## config.mk

```make
export PLATFORM = sky130hd
export DESIGN_NAME = sudi_regs
export DESIGN_NICKNAME = d
export VERILOG_FILES = /design/src/inc/sudi_pkg.sv /design/src/rtl/sudi_hour_tick.sv /design/src/rtl/sudi_countdown.sv /design/src/rtl/sudi_regs.sv
export SDC_FILE = /design/constraint.sdc
export NUM_CORES = 1
export LEC_CHECK = 0
export ABC_AREA = 1
export BUFFER_PORTS_ARGS = -buffer_cell sky130_fd_sc_hd__buf_2
export CAP_MARGIN = 20
export CORE_ASPECT_RATIO = 0.6
export CORE_MARGIN = 5
export CORE_UTILIZATION = 51
export DETAILED_ROUTE_END_ITERATION = 8
export PLACE_DENSITY = 0.76
export REMOVE_ABC_BUFFERS = 1
export SLEW_MARGIN = 15
export SYNTH_ARGS = -nofsm -noshare
export SYNTH_HDL_FRONTEND = slang
export SYNTH_HIERARCHICAL = 1
export SYNTH_SLANG_ARGS = --single-unit
```

## constraint.sdc

```tcl
create_clock -name clock -period 2.5 [get_ports clock]
set_clock_uncertainty 0.1 [all_clocks]
set_input_delay 0.5 -clock clock [delete_from_list [all_inputs] [get_ports clock]]
set_output_delay 0.5 -clock clock [all_outputs]
set_load 0.005 [all_outputs]
```

## src/inc/sudi_pkg.sv

```systemverilog
// Package for the sensor units and device information register bank.
package sudi_pkg;
  // Register addresses (protocol addresses, zero based).
  localparam logic [15:0] ADDR_UNIT_SYSTEM = 16'h0190;
  localparam logic [15:0] ADDR_GAS_MIX = 16'h019d;
  localparam logic [15:0] ADDR_DEV_ID = 16'h01f4;
  localparam logic [15:0] ADDR_PRESENCE = 16'h01f5;
  localparam logic [15:0] ADDR_MB_HW = 16'h01f6;
  localparam logic [15:0] ADDR_MB_FW = 16'h01f7;
  localparam logic [15:0] ADDR_SM_HW = 16'h01f8;
  localparam logic [15:0] ADDR_SM_FW = 16'h01f9;
  localparam logic [15:0] ADDR_RSVD_A = 16'h01fa;
  localparam logic [15:0] ADDR_RSVD_B = 16'h01fb;
  localparam logic [15:0] ADDR_VOUT_MIN = 16'h01fc;
  localparam logic [15:0] ADDR_VOUT_MAX = 16'h01fd;
  localparam logic [15:0] ADDR_OP_HOURS = 16'h01fe;
  localparam logic [15:0] ADDR_MAINT_CD = 16'h01ff;
  localparam logic [15:0] ADDR_INSP_CD = 16'h0200;

  // Field values and limits.
  localparam logic [15:0] UNIT_METRIC = 16'h0001;
  localparam logic [15:0] UNIT_IMPERIAL = 16'h0002;
  localparam logic [15:0] GAS_MIX_MAX = 16'h0064;
  localparam logic [15:0] VOUT_MIN_MAX = 16'h0009;
  localparam logic [15:0] VOUT_FULL = 16'h000a;
  localparam logic [15:0] VOUT_HALF = 16'h0005;
  localparam int PRESENCE_BITS = 8;

  // Reset values.
  localparam logic [15:0] RST_UNIT = UNIT_METRIC;
  localparam logic [15:0] RST_GAS_MIX = 16'h0032;
  localparam logic [15:0] RST_VOUT_MIN = 16'h0000;
  localparam logic [15:0] RST_COUNTDOWN = 16'h4470;
  localparam logic [15:0] RST_OP_HOURS = 16'h0000;

  // Timing: one hour at 250 MHz.
  localparam longint HOUR_S = 3600;
  localparam longint CLK_HZ = 250000000;
  localparam longint HOUR_CYCLES = HOUR_S * CLK_HZ;

  typedef struct packed {
    logic        wr;
    logic        rd;
    logic [15:0] addr;
    logic [15:0] wdata;
  } sudi_req_t;

  typedef struct packed {
    logic        ack;
    logic        err;
    logic [15:0] rdata;
  } sudi_rsp_t;
endpackage

```

## src/rtl/sudi_hour_tick.sv

```systemverilog
// Divider that yields a one-cycle pulse per elapsed operating hour.
module sudi_hour_tick #(
  parameter longint HOUR_CYCLES = 64'd900000000000
) (
  // Clock and reset
  input wire logic clock,
  input wire logic rst_n,
  // Tick
  output logic tick
);
  logic [39:0] cnt_q;
  wire logic at_end;
  wire logic [39:0] last;

  assign last = 40'(HOUR_CYCLES - 1);
  assign at_end = (cnt_q == last);

  always_ff @(posedge clock or negedge rst_n)
  begin
    if (!rst_n)
    begin
      cnt_q <= 40'h0;
      tick <= 1'b0;
    end
    else
    begin
      cnt_q <= at_end ? 40'h0 : cnt_q + 40'h1;
      tick <= at_end;
    end
  end
endmodule

```

## src/rtl/sudi_countdown.sv

```systemverilog
// Service countdown that loses one per hour, stops at zero, reloads only by write.
module sudi_countdown
  import sudi_pkg::*;
(
  // Clock and reset
  input wire logic clock,
  input wire logic rst_n,
  // Control
  input wire logic tick,
  input wire logic load,
  input wire logic [15:0] load_val,
  // State
  output logic [15:0] value,
  output logic expired
);
  logic [15:0] value_d;
  wire logic is_zero;

  assign is_zero = (value == 16'h0000);

  // A write wins over a tick in the same cycle, so the fresh value is not shortened.
  always_comb
  begin
    value_d = value;
    if (load)
      value_d = load_val;
    else if (tick && !is_zero)
      value_d = value - 16'h0001;
  end

  always_ff @(posedge clock or negedge rst_n)
  begin
    if (!rst_n)
    begin
      value <= RST_COUNTDOWN;
      expired <= 1'b0;
    end
    else
    begin
      value <= value_d;
      expired <= (value_d == 16'h0000);
    end
  end
endmodule

```

## src/rtl/sudi_regs.sv

```systemverilog
// Register bank for unit selection, gas mix weight and device information.

module sudi_regs
  import sudi_pkg::*;
#(
  // The identification value is arbitrary.
  parameter logic [15:0] DEVICE_ID = 16'h0abc,
  parameter logic [7:0] MB_HW_MAJOR = 8'h01,
  parameter logic [7:0] MB_HW_MINOR = 8'h00,
  parameter logic [7:0] MB_FW_MAJOR = 8'h01,
  parameter logic [7:0] MB_FW_MINOR = 8'h00,
  parameter logic [7:0] SM_HW_MAJOR = 8'h01,
  parameter logic [7:0] SM_HW_MINOR = 8'h00,
  parameter logic [7:0] SM_FW_MAJOR = 8'h01,
  parameter logic [7:0] SM_FW_MINOR = 8'h00,
  parameter bit FLOW_VARIANT = 1'b0,
  parameter longint HOUR_CYCLES_P = HOUR_CYCLES
) (
  // Clock and reset
  input wire logic clock,
  input wire logic rst_n,
  // Register access from the protocol engine
  input wire sudi_pkg::sudi_req_t req,
  output sudi_pkg::sudi_rsp_t rsp,
  // Board state
  input wire logic dip_sw5,
  input wire logic dip_sw6,
  input wire logic [PRESENCE_BITS-1:0] sensor_present,
  input wire logic maint_symbol_en,
  input wire logic insp_symbol_en,
  // Settings and indications for the rest of the sensor
  output logic [15:0] unit_system,
  output logic [6:0] gas_mix_weight,
  output logic [3:0] vout_min,
  output logic [3:0] vout_max,
  output logic maint_symbol,
  output logic insp_symbol
);
  import sudi_pkg::*;

  logic [15:0] unit_q;
  logic [15:0] gas_q;
  logic [15:0] vmin_q;
  logic [15:0] hours_q;
  logic [15:0] presence_q;
  logic [15:0] rdata_d;
  wire logic hour_tick;
  wire logic [15:0] maint_val;
  wire logic [15:0] insp_val;
  wire logic maint_exp;
  wire logic insp_exp;
  wire logic [15:0] unit_eff;
  wire logic [15:0] vmax_val;
  wire logic hit_unit;
  wire logic hit_gas;
  wire logic hit_vmin;
  wire logic hit_maint;
  wire logic hit_insp;
  wire logic hit_ro;
  wire logic unit_ok;
  wire logic gas_ok;
  wire logic vmin_ok;
  wire logic wr_err;

  sudi_hour_tick #(
    .HOUR_CYCLES(HOUR_CYCLES_P)
  ) u_tick (
    .clock(clock),
    .rst_n(rst_n),
    .tick(hour_tick)
  );

  // Address decode.
  assign hit_unit = (req.addr == ADDR_UNIT_SYSTEM);
  assign hit_gas = (req.addr == ADDR_GAS_MIX);
  assign hit_vmin = (req.addr == ADDR_VOUT_MIN);
  assign hit_maint = (req.addr == ADDR_MAINT_CD);
  assign hit_insp = (req.addr == ADDR_INSP_CD);
  assign hit_ro = (req.addr >= ADDR_DEV_ID) && (req.addr <= ADDR_VOUT_MAX)
    && (req.addr != ADDR_VOUT_MIN) || (req.addr == ADDR_OP_HOURS);

  // Value checks: out-of-range writes are refused and leave the register alone.
  assign unit_ok = ((req.wdata == UNIT_METRIC) || (req.wdata == UNIT_IMPERIAL))
    && !FLOW_VARIANT;
  assign gas_ok = (req.wdata <= GAS_MIX_MAX);
  assign vmin_ok = (req.wdata <= VOUT_MIN_MAX);
  // Writes to read-only or reserved words are ignored and flagged.
  assign wr_err = (hit_unit && !unit_ok) || (hit_gas && !gas_ok)
    || (hit_vmin && !vmin_ok) || hit_ro;

  // In the flow variant the unit follows the sixth switch.
  assign unit_eff = FLOW_VARIANT ? (dip_sw6 ? UNIT_IMPERIAL : UNIT_METRIC) : unit_q;
  assign vmax_val = dip_sw5 ? VOUT_HALF : VOUT_FULL;

  always_ff @(posedge clock or negedge rst_n)
  begin
    if (!rst_n)
      unit_q <= RST_UNIT;
    else if (req.wr && hit_unit && unit_ok)
      unit_q <= req.wdata;
  end

  always_ff @(posedge clock or negedge rst_n)
  begin
    if (!rst_n)
      gas_q <= RST_GAS_MIX;
    else if (req.wr && hit_gas && gas_ok)
      gas_q <= req.wdata;
  end

  always_ff @(posedge clock or negedge rst_n)
  begin
    if (!rst_n)
      vmin_q <= RST_VOUT_MIN;
    else if (req.wr && hit_vmin && vmin_ok)
      vmin_q <= req.wdata;
  end

  // Operating hours saturate rather than wrap after about seven years.
  always_ff @(posedge clock or negedge rst_n)
  begin
    if (!rst_n)
      hours_q <= RST_OP_HOURS;
    else if (hour_tick && (hours_q != 16'hffff))
      hours_q <= hours_q + 16'h0001;
  end

  // Presence is registered so a read sees one stable snapshot.
  always_ff @(posedge clock or negedge rst_n)
  begin
    if (!rst_n)
      presence_q <= 16'h0000;
    else
      presence_q <= {8'h00, sensor_present};
  end

  // The device never reloads an expired countdown; only a master write does.
  sudi_countdown u_maint (
    .clock(clock),
    .rst_n(rst_n),
    .tick(hour_tick),
    .load(req.wr && hit_maint),
    .load_val(req.wdata),
    .value(maint_val),
    .expired(maint_exp)
  );

  sudi_countdown u_insp (
    .clock(clock),
    .rst_n(rst_n),
    .tick(hour_tick),
    .load(req.wr && hit_insp),
    .load_val(req.wdata),
    .value(insp_val),
    .expired(insp_exp)
  );

  // Read multiplexer; anything unmapped reads zero.
  always_comb
  begin
    rdata_d = 16'h0000;
    if (req.addr == ADDR_UNIT_SYSTEM)
      rdata_d = unit_eff;
    else if (req.addr == ADDR_GAS_MIX)
      rdata_d = gas_q;
    else if (req.addr == ADDR_DEV_ID)
      rdata_d = DEVICE_ID;
    else if (req.addr == ADDR_PRESENCE)
      rdata_d = presence_q;
    else if (req.addr == ADDR_MB_HW)
      rdata_d = {MB_HW_MAJOR, MB_HW_MINOR};
    else if (req.addr == ADDR_MB_FW)
      rdata_d = {MB_FW_MAJOR, MB_FW_MINOR};
    else if (req.addr == ADDR_SM_HW)
      rdata_d = {SM_HW_MAJOR, SM_HW_MINOR};
    else if (req.addr == ADDR_SM_FW)
      rdata_d = {SM_FW_MAJOR, SM_FW_MINOR};
    else if (req.addr == ADDR_VOUT_MIN)
      rdata_d = vmin_q;
    else if (req.addr == ADDR_VOUT_MAX)
      rdata_d = vmax_val;
    else if (req.addr == ADDR_OP_HOURS)
      rdata_d = hours_q;
    else if (req.addr == ADDR_MAINT_CD)
      rdata_d = maint_val;
    else if (req.addr == ADDR_INSP_CD)
      rdata_d = insp_val;
  end

  always_ff @(posedge clock or negedge rst_n)
  begin
    if (!rst_n)
      rsp <= '0;
    else
    begin
      rsp.ack <= req.rd || req.wr;
      rsp.err <= req.wr && wr_err;
      rsp.rdata <= req.rd ? rdata_d : 16'h0000;
    end
  end

  always_ff @(posedge clock or negedge rst_n)
  begin
    if (!rst_n)
    begin
      unit_system <= RST_UNIT;
      gas_mix_weight <= 7'h00;
      vout_min <= 4'h0;
      vout_max <= 4'ha;
      maint_symbol <= 1'b0;
      insp_symbol <= 1'b0;
    end
    else
    begin
      unit_system <= unit_eff;
      gas_mix_weight <= gas_q[6:0];
      vout_min <= vmin_q[3:0];
      vout_max <= vmax_val[3:0];
      maint_symbol <= maint_exp && maint_symbol_en;
      insp_symbol <= insp_exp && insp_symbol_en;
    end
  end
endmodule

```

# [Yosys cells after proc, flatten, opt, wreduce, memory -nomap -nowiden]
# Index checks and enable logic that the tools add are counted.
[classes] addsub=4 n_lt_le_gt_ge=4 n_eq_ne=18 mux=20 reduce_logical=34
[op_table] op="2-to-1 mux 16 bit" n=18
[op_table] op="equality test 16 x 9 -> 1 bit (second input constant)" n=12
[op_table] op="zero test 16 bit" n=4
[op_table] op="adder 40 x 1 -> 40 bit (second input constant)" n=1
[op_table] op="equality test 40 bit (second input constant)" n=1
[op_table] op="2-to-1 mux 40 bit" n=1
[op_table] op="subtractor 16 x 1 -> 16 bit (second input constant)" n=2
[op_table] op="logical AND 1 bit" n=19
[op_table] op="adder 16 x 1 -> 16 bit (second input constant)" n=1
[op_table] op="equality test 16 x 1 -> 1 bit (second input constant)" n=1
[op_table] op="equality test 16 x 10 -> 1 bit (second input constant)" n=1
[op_table] op="equality test 16 x 2 -> 1 bit (second input constant)" n=1
[op_table] op=">= comparator 16 x 9 -> 1 bit (second input constant)" n=1
[op_table] op="<= comparator 16 x 4 -> 1 bit (second input constant)" n=1
[op_table] op="<= comparator 16 x 7 -> 1 bit (second input constant)" n=1
[op_table] op="<= comparator 16 x 9 -> 1 bit (second input constant)" n=1
[op_table] op="inequality test 16 bit (second input constant)" n=1
[op_table] op="inequality test 16 x 9 -> 1 bit (second input constant)" n=1
[op_table] op="logical OR 1 bit" n=6
[op_table] op="zero test 1 bit" n=5
[op_table] op="2-to-1 mux 4 bit" n=1
[totals] regBits=198 inputBits=48 out_inout_bits=51 elab_cells=100

# [Logic depth before layout (Yosys ltp)]
[depth] ltp_word=15 ltp_mapped=15 depth_no_buf=14

# [Hierarchy]
# The synthesis kept the hierarchy.
[by_module_without_submodules] mod="sudi_regs" n_inst=1 cells_each=636 area_each_um2=5619.1 seq_area_each_um2=3035.4
[by_module_without_submodules] mod="sudi_countdown" n_inst=2 cells_each=217 area_each_um2=1402.6 seq_area_each_um2=431.7
[by_module_without_submodules] mod="sudi_hour_tick" n_inst=1 cells_each=399 area_each_um2=2762.6 seq_area_each_um2=1026.0

# [Worst setup path after synthesis]
# Ideal clock, no wire load.
[synth_path] path_kind="input to register" startpoint="in req[28] (netlist bit)" endpoint="reg u_maint.expired" setup_time_ns=0.071 arrival_ns=2.251 required_time_ns=2.329 path_slack_ns=0.077 cell_stages=14 n_path_buf=2 path_cell_list="nor2_1 -> nand2_2 -> nor2_8 -> nand2_2 -> buf_6 -> nor2_1 -> inv_1 -> buf_4 -> or2_2 -> nand2_1 -> nand2_1 -> nor2_1 -> nand2_1 -> nor2_1"
[synth_via] elab_chain_cells=4
[synth_lines] item="start: declaration" line="sudi_regs.sv:23" source="input wire sudi_pkg::sudi_req_t req,"
[synth_lines] item="equality test 16 x 9 -> 1 bit" line="sudi_regs.sv:77" source="assign hit_maint = (req.addr == ADDR_MAINT_CD);"
[synth_lines] item="logical AND 1 bit" line="sudi_regs.sv:142" source=".load(req.wr && hit_maint),"
[synth_lines] item="2-to-1 mux 16 bit" line="sudi_countdown.sv:25" source="if (load)"
[synth_lines] item="zero test 16 bit" line="sudi_countdown.sv:41" source="expired <= (value_d == 16'h0000);"
[synth_lines] item="end signal: assignment" line="sudi_countdown.sv:41"
[synth_lines] item="end: declaration" line="sudi_countdown.sv:14" source="output logic expired"
# No other way between the ends.
# A chain may end at the register's enable or synchronous reset.

# [Worst setup path in the final report]
[layout_path] startpoint="reg hours_q[0]" endpoint="reg hours_q[15]"
[layout_via] elab_chain_cells=2 elab_cells_between_ends=3 classes_between="1 x add/sub; 1 x eq/ne; 1 x reduce/logical"
[layout_lines] item="start: declaration" line="sudi_regs.sv:44" source="logic [15:0] hours_q;"
[layout_lines] item="start signal: assignment" line="sudi_regs.sv:125" source="hours_q <= hours_q + 16'h0001;"
[layout_lines] item="branches (longest 2 deep; another with adder 16 x 1 -> 16 bit)"
# Parallel ways; which one is timed is not known.

==> flow_summary.yaml <==
run_status:
  status: "completed"
sta:
  finalSetupViolations: 0
  slew-limit-headroom_pct: 64.77
  worstMarginPinSlew_ns: 0.5285
  maxSlewViolCount: 0
  rsz0062_at_grt: "false"
  fin_crit_sh_pct: 87.23
  fin_crit_ns: 2.181
  fin_ws_ns: 0.3194
  hold_violations: 0
  fmax_mhz: 458.6
floorplanning:
  die_area_um2: 25090
  core_area_um2: 21810
  io_pins: 99
  die_x_um: 201.2
  chipHeight_um: 124.7
  start_util_pct: 51.30
  row_count: 42
power:
  p_leak_uw: 0.006652
  peakVddDrop_mv: 0.4999
  power.density_nw_per_um2: 480.5
grt:
  grt-ovfl-total: 0
  grt_pass1_wl_um: 48450
  antenna_found_initial: 1
  grt_max_degree: 63
  first_global_vias: 8817
  track_usage_pct: 24.52
synthesis:
  synth_area_leaders: "dfrtp_1, nand2_1, nor2_1"
  yosysWarnings: 6
  synth_seq_area_share_pct: 44.02
  synthTopCellsByCount: "nand2_1, nor2_1, inv_1"
  synth_edf_count: 0
  yosys.area.top_type: "dfrtp_1"
  syn_area_um2: 11190
  syn_area_per_cell_um2: 7.615
  synth_seq_cells: 196
  syn-instance-count: 1469
  yosys.area.top_type_share_pct: 40.26
  synthDistinctLibCells: 56
  synthFlopType: "dfrtp_1"
  async_flop_share_pct: 100.0
  yosysMostFrequentCell: "nand2_1"
drt:
  drt_iter0_drc: 1263
  route.detailed.drc: 0
  avgViaCountPerCell: 5.153
  routedWlPerCell_um: 16.26
  wl_um: 30710
  vias: 9734
  postRouteAntennaNets: 0
  dr.pass1.iters: 6
clock_network:
  cts_buffers: 17
  htreeDepth: 4
  cts_sinks: 196
  clockRootBuffer: "clkbuf_16"
  postCtsSetupRepairBufs: 0
  insertion_delay_ns: 0.44
  post_cts_resize_count: 0
  clk_pin_slew_ns: 0.07
  clock_path_buffers: 2
  cts_tree: "built"
critical_path:
  arrival_ns: 2.41
  timing.critical_path.required_ns: 2.73
  crit_path_end_kind: "register"
  critPathKind: "reg2reg"
  regToRegSetupSlack_ns: 0.32
  crit_fanout: 5
  cp-start-kind: "register"
  reg2reg_depth: 11
  r2r-end: "hours_q[15]"
  timing.rr.start: "hours_q[0]"
placement:
  hpwl_um: 23680
  placed_area_um2: 12110
  pre_cts_ws_ns: 0.04668
  gp_congestion: 0.9598
  portBuffers: 97
finish:
  seq_area_um2: 4925
  nets: 1644
  design_area_um2: 12690
  syn_to_final_growth_pct: 13.48
  diodes: 0
  multiInputGateArea_um2: 5286
  drive_above_1_share_pct: 21.65
  n_fill_cell: 1965
hold_path:
  whs_endpoint: "presence_q[1]"
  whs_path_depth: 1
  hold_start: "sensor_present[1]"
  holdCritPathClass: "in2reg"
job:
  drv_cap: 0
==> registers in the layout (all words and copies together) (netlist names) <==
register	flops
u_tick/cnt_q	40
rsp	18
gas_q	16
hours_q	16
u_insp/value	16
u_maint/value	16
unit_eff	16
unit_system	16
vmin_q	16
presence_q	8
gas_mix_weight	7
vout_min	4
vout_max	2
insp_symbol	1
maint_symbol	1
u_insp/expired	1
u_maint/expired	1
u_tick/tick	1
==> cell usage in the layout (no fill, tap or decap), types with 8 or more instances in the layout <==
master	n
dfstp_2	16
xnor2_1	14
nor3_1	9
nand2_1	418
dfrtp_1	180
nand2_2	32
inv_2	8
nand3_1	94
nand3_2	14
buf_2	96
or2_2	29
clkbuf_16	17
a21oi_1	17
xor2_1	31
buf_4	28
nor2_1	201
nor2_4	15
inv_1	190
nor2_2	42
o21ai_0	31
o21ai_1	17
nand3b_1	11
nand4_1	16
==> worst max-delay path by stage <==
stage / depth (start not counted) / start / slack (ns) / end
detailed placement: 14 / req[28] / 0.05 / u_maint/expired
CTS: 11 / hours_q[0] / 0.34 / hours_q[15]
floorplan: 12 / req[28] / -0.07 / u_maint/expired
global placement: 14 / req[26] / 0.06 / u_insp/expired
global route: 11 / hours_q[0] / 0.15 / hours_q[15]
finish: 11 / hours_q[0] / 0.32 / hours_q[15]
==> cell families (layout without fill, tap and decap cells) <==
kind of cell	after synthesis	after routing	share of synthesized area [%]
AOI/OAI and AO/OA	84	84	4.575
xor gates and xnor gates	45	45	3.523
adders and majority gates	6	6	0.6710
and+or+nand+nor	907	907	38.38
DFF	196	196	44.02
buffers and inverters	230	364	8.724
muxes	1	1	0.1007
==> area by class of cell <==
cell class / instances / share of cell area (%)
inverters: 203 / 6.140
flip-flops and latches: 196 / 38.79
repair buffers: 129 / 6.101
multi-input cells: 1043 / 41.64
clock buffers: 24 / 3.795
clock inverters: 8 / 0.7096
well taps: 286 / 2.819
==> worst max-delay path, stage by stage, from the launching register on <==
cell     delay (ns)
dfrtp_1        0.42
ha_1           0.22
nand3_1        0.13
nor3_1         0.07
nand3_1        0.10
nand2_2        0.11
nor2_1         0.18
nand2_1        0.14
nor3_2         0.24
nand3_1        0.16
nor2_1         0.13
nor2_1         0.06
==> power breakdown <==
group	total (uW)	leakage [uW]	switching, uW	internal (uW)
clock network	2700	0.000276	1230	1470
logic	211	0.00407	153	58.6
registers	3180	0.00230	3.90	3180
==> layer usage <==
layer | share of wire (%) | up-vias | track usage [%]
met5 | 0 | - | 0
met4 | 1.3 | 0 | 4.900
met3 | 11 | 32 | 7.702
met2 | 37 | 443 | 30.19
met1 | 51 | 4519 | 40.88
li1 | - | 4740 | -
==> what timing repair did <==
item	4_1_cts	5_1_grt
hold buffers	1	0
endpoints found under the hold margin	48	0
setup endpoints to repair	0	0
==> per-stage QoR <==
stage                     setup TNS, ns  hold WS, ns  total power [uW]  cells  util [%]
after floorplan                -0.06681       0.1044              3286   1442         -
after global placement                0       0.2652              3452   1856     55.54
after detailed placement              0       0.2727              3454   1856     55.54
after CTS                             0      0.05080              6156   1889     58.21
after global routing                  0      0.04993              6307   1889     58.21
final                                 0      0.06657              6100   1889     58.21
Power figures use the tool's default switching activity.
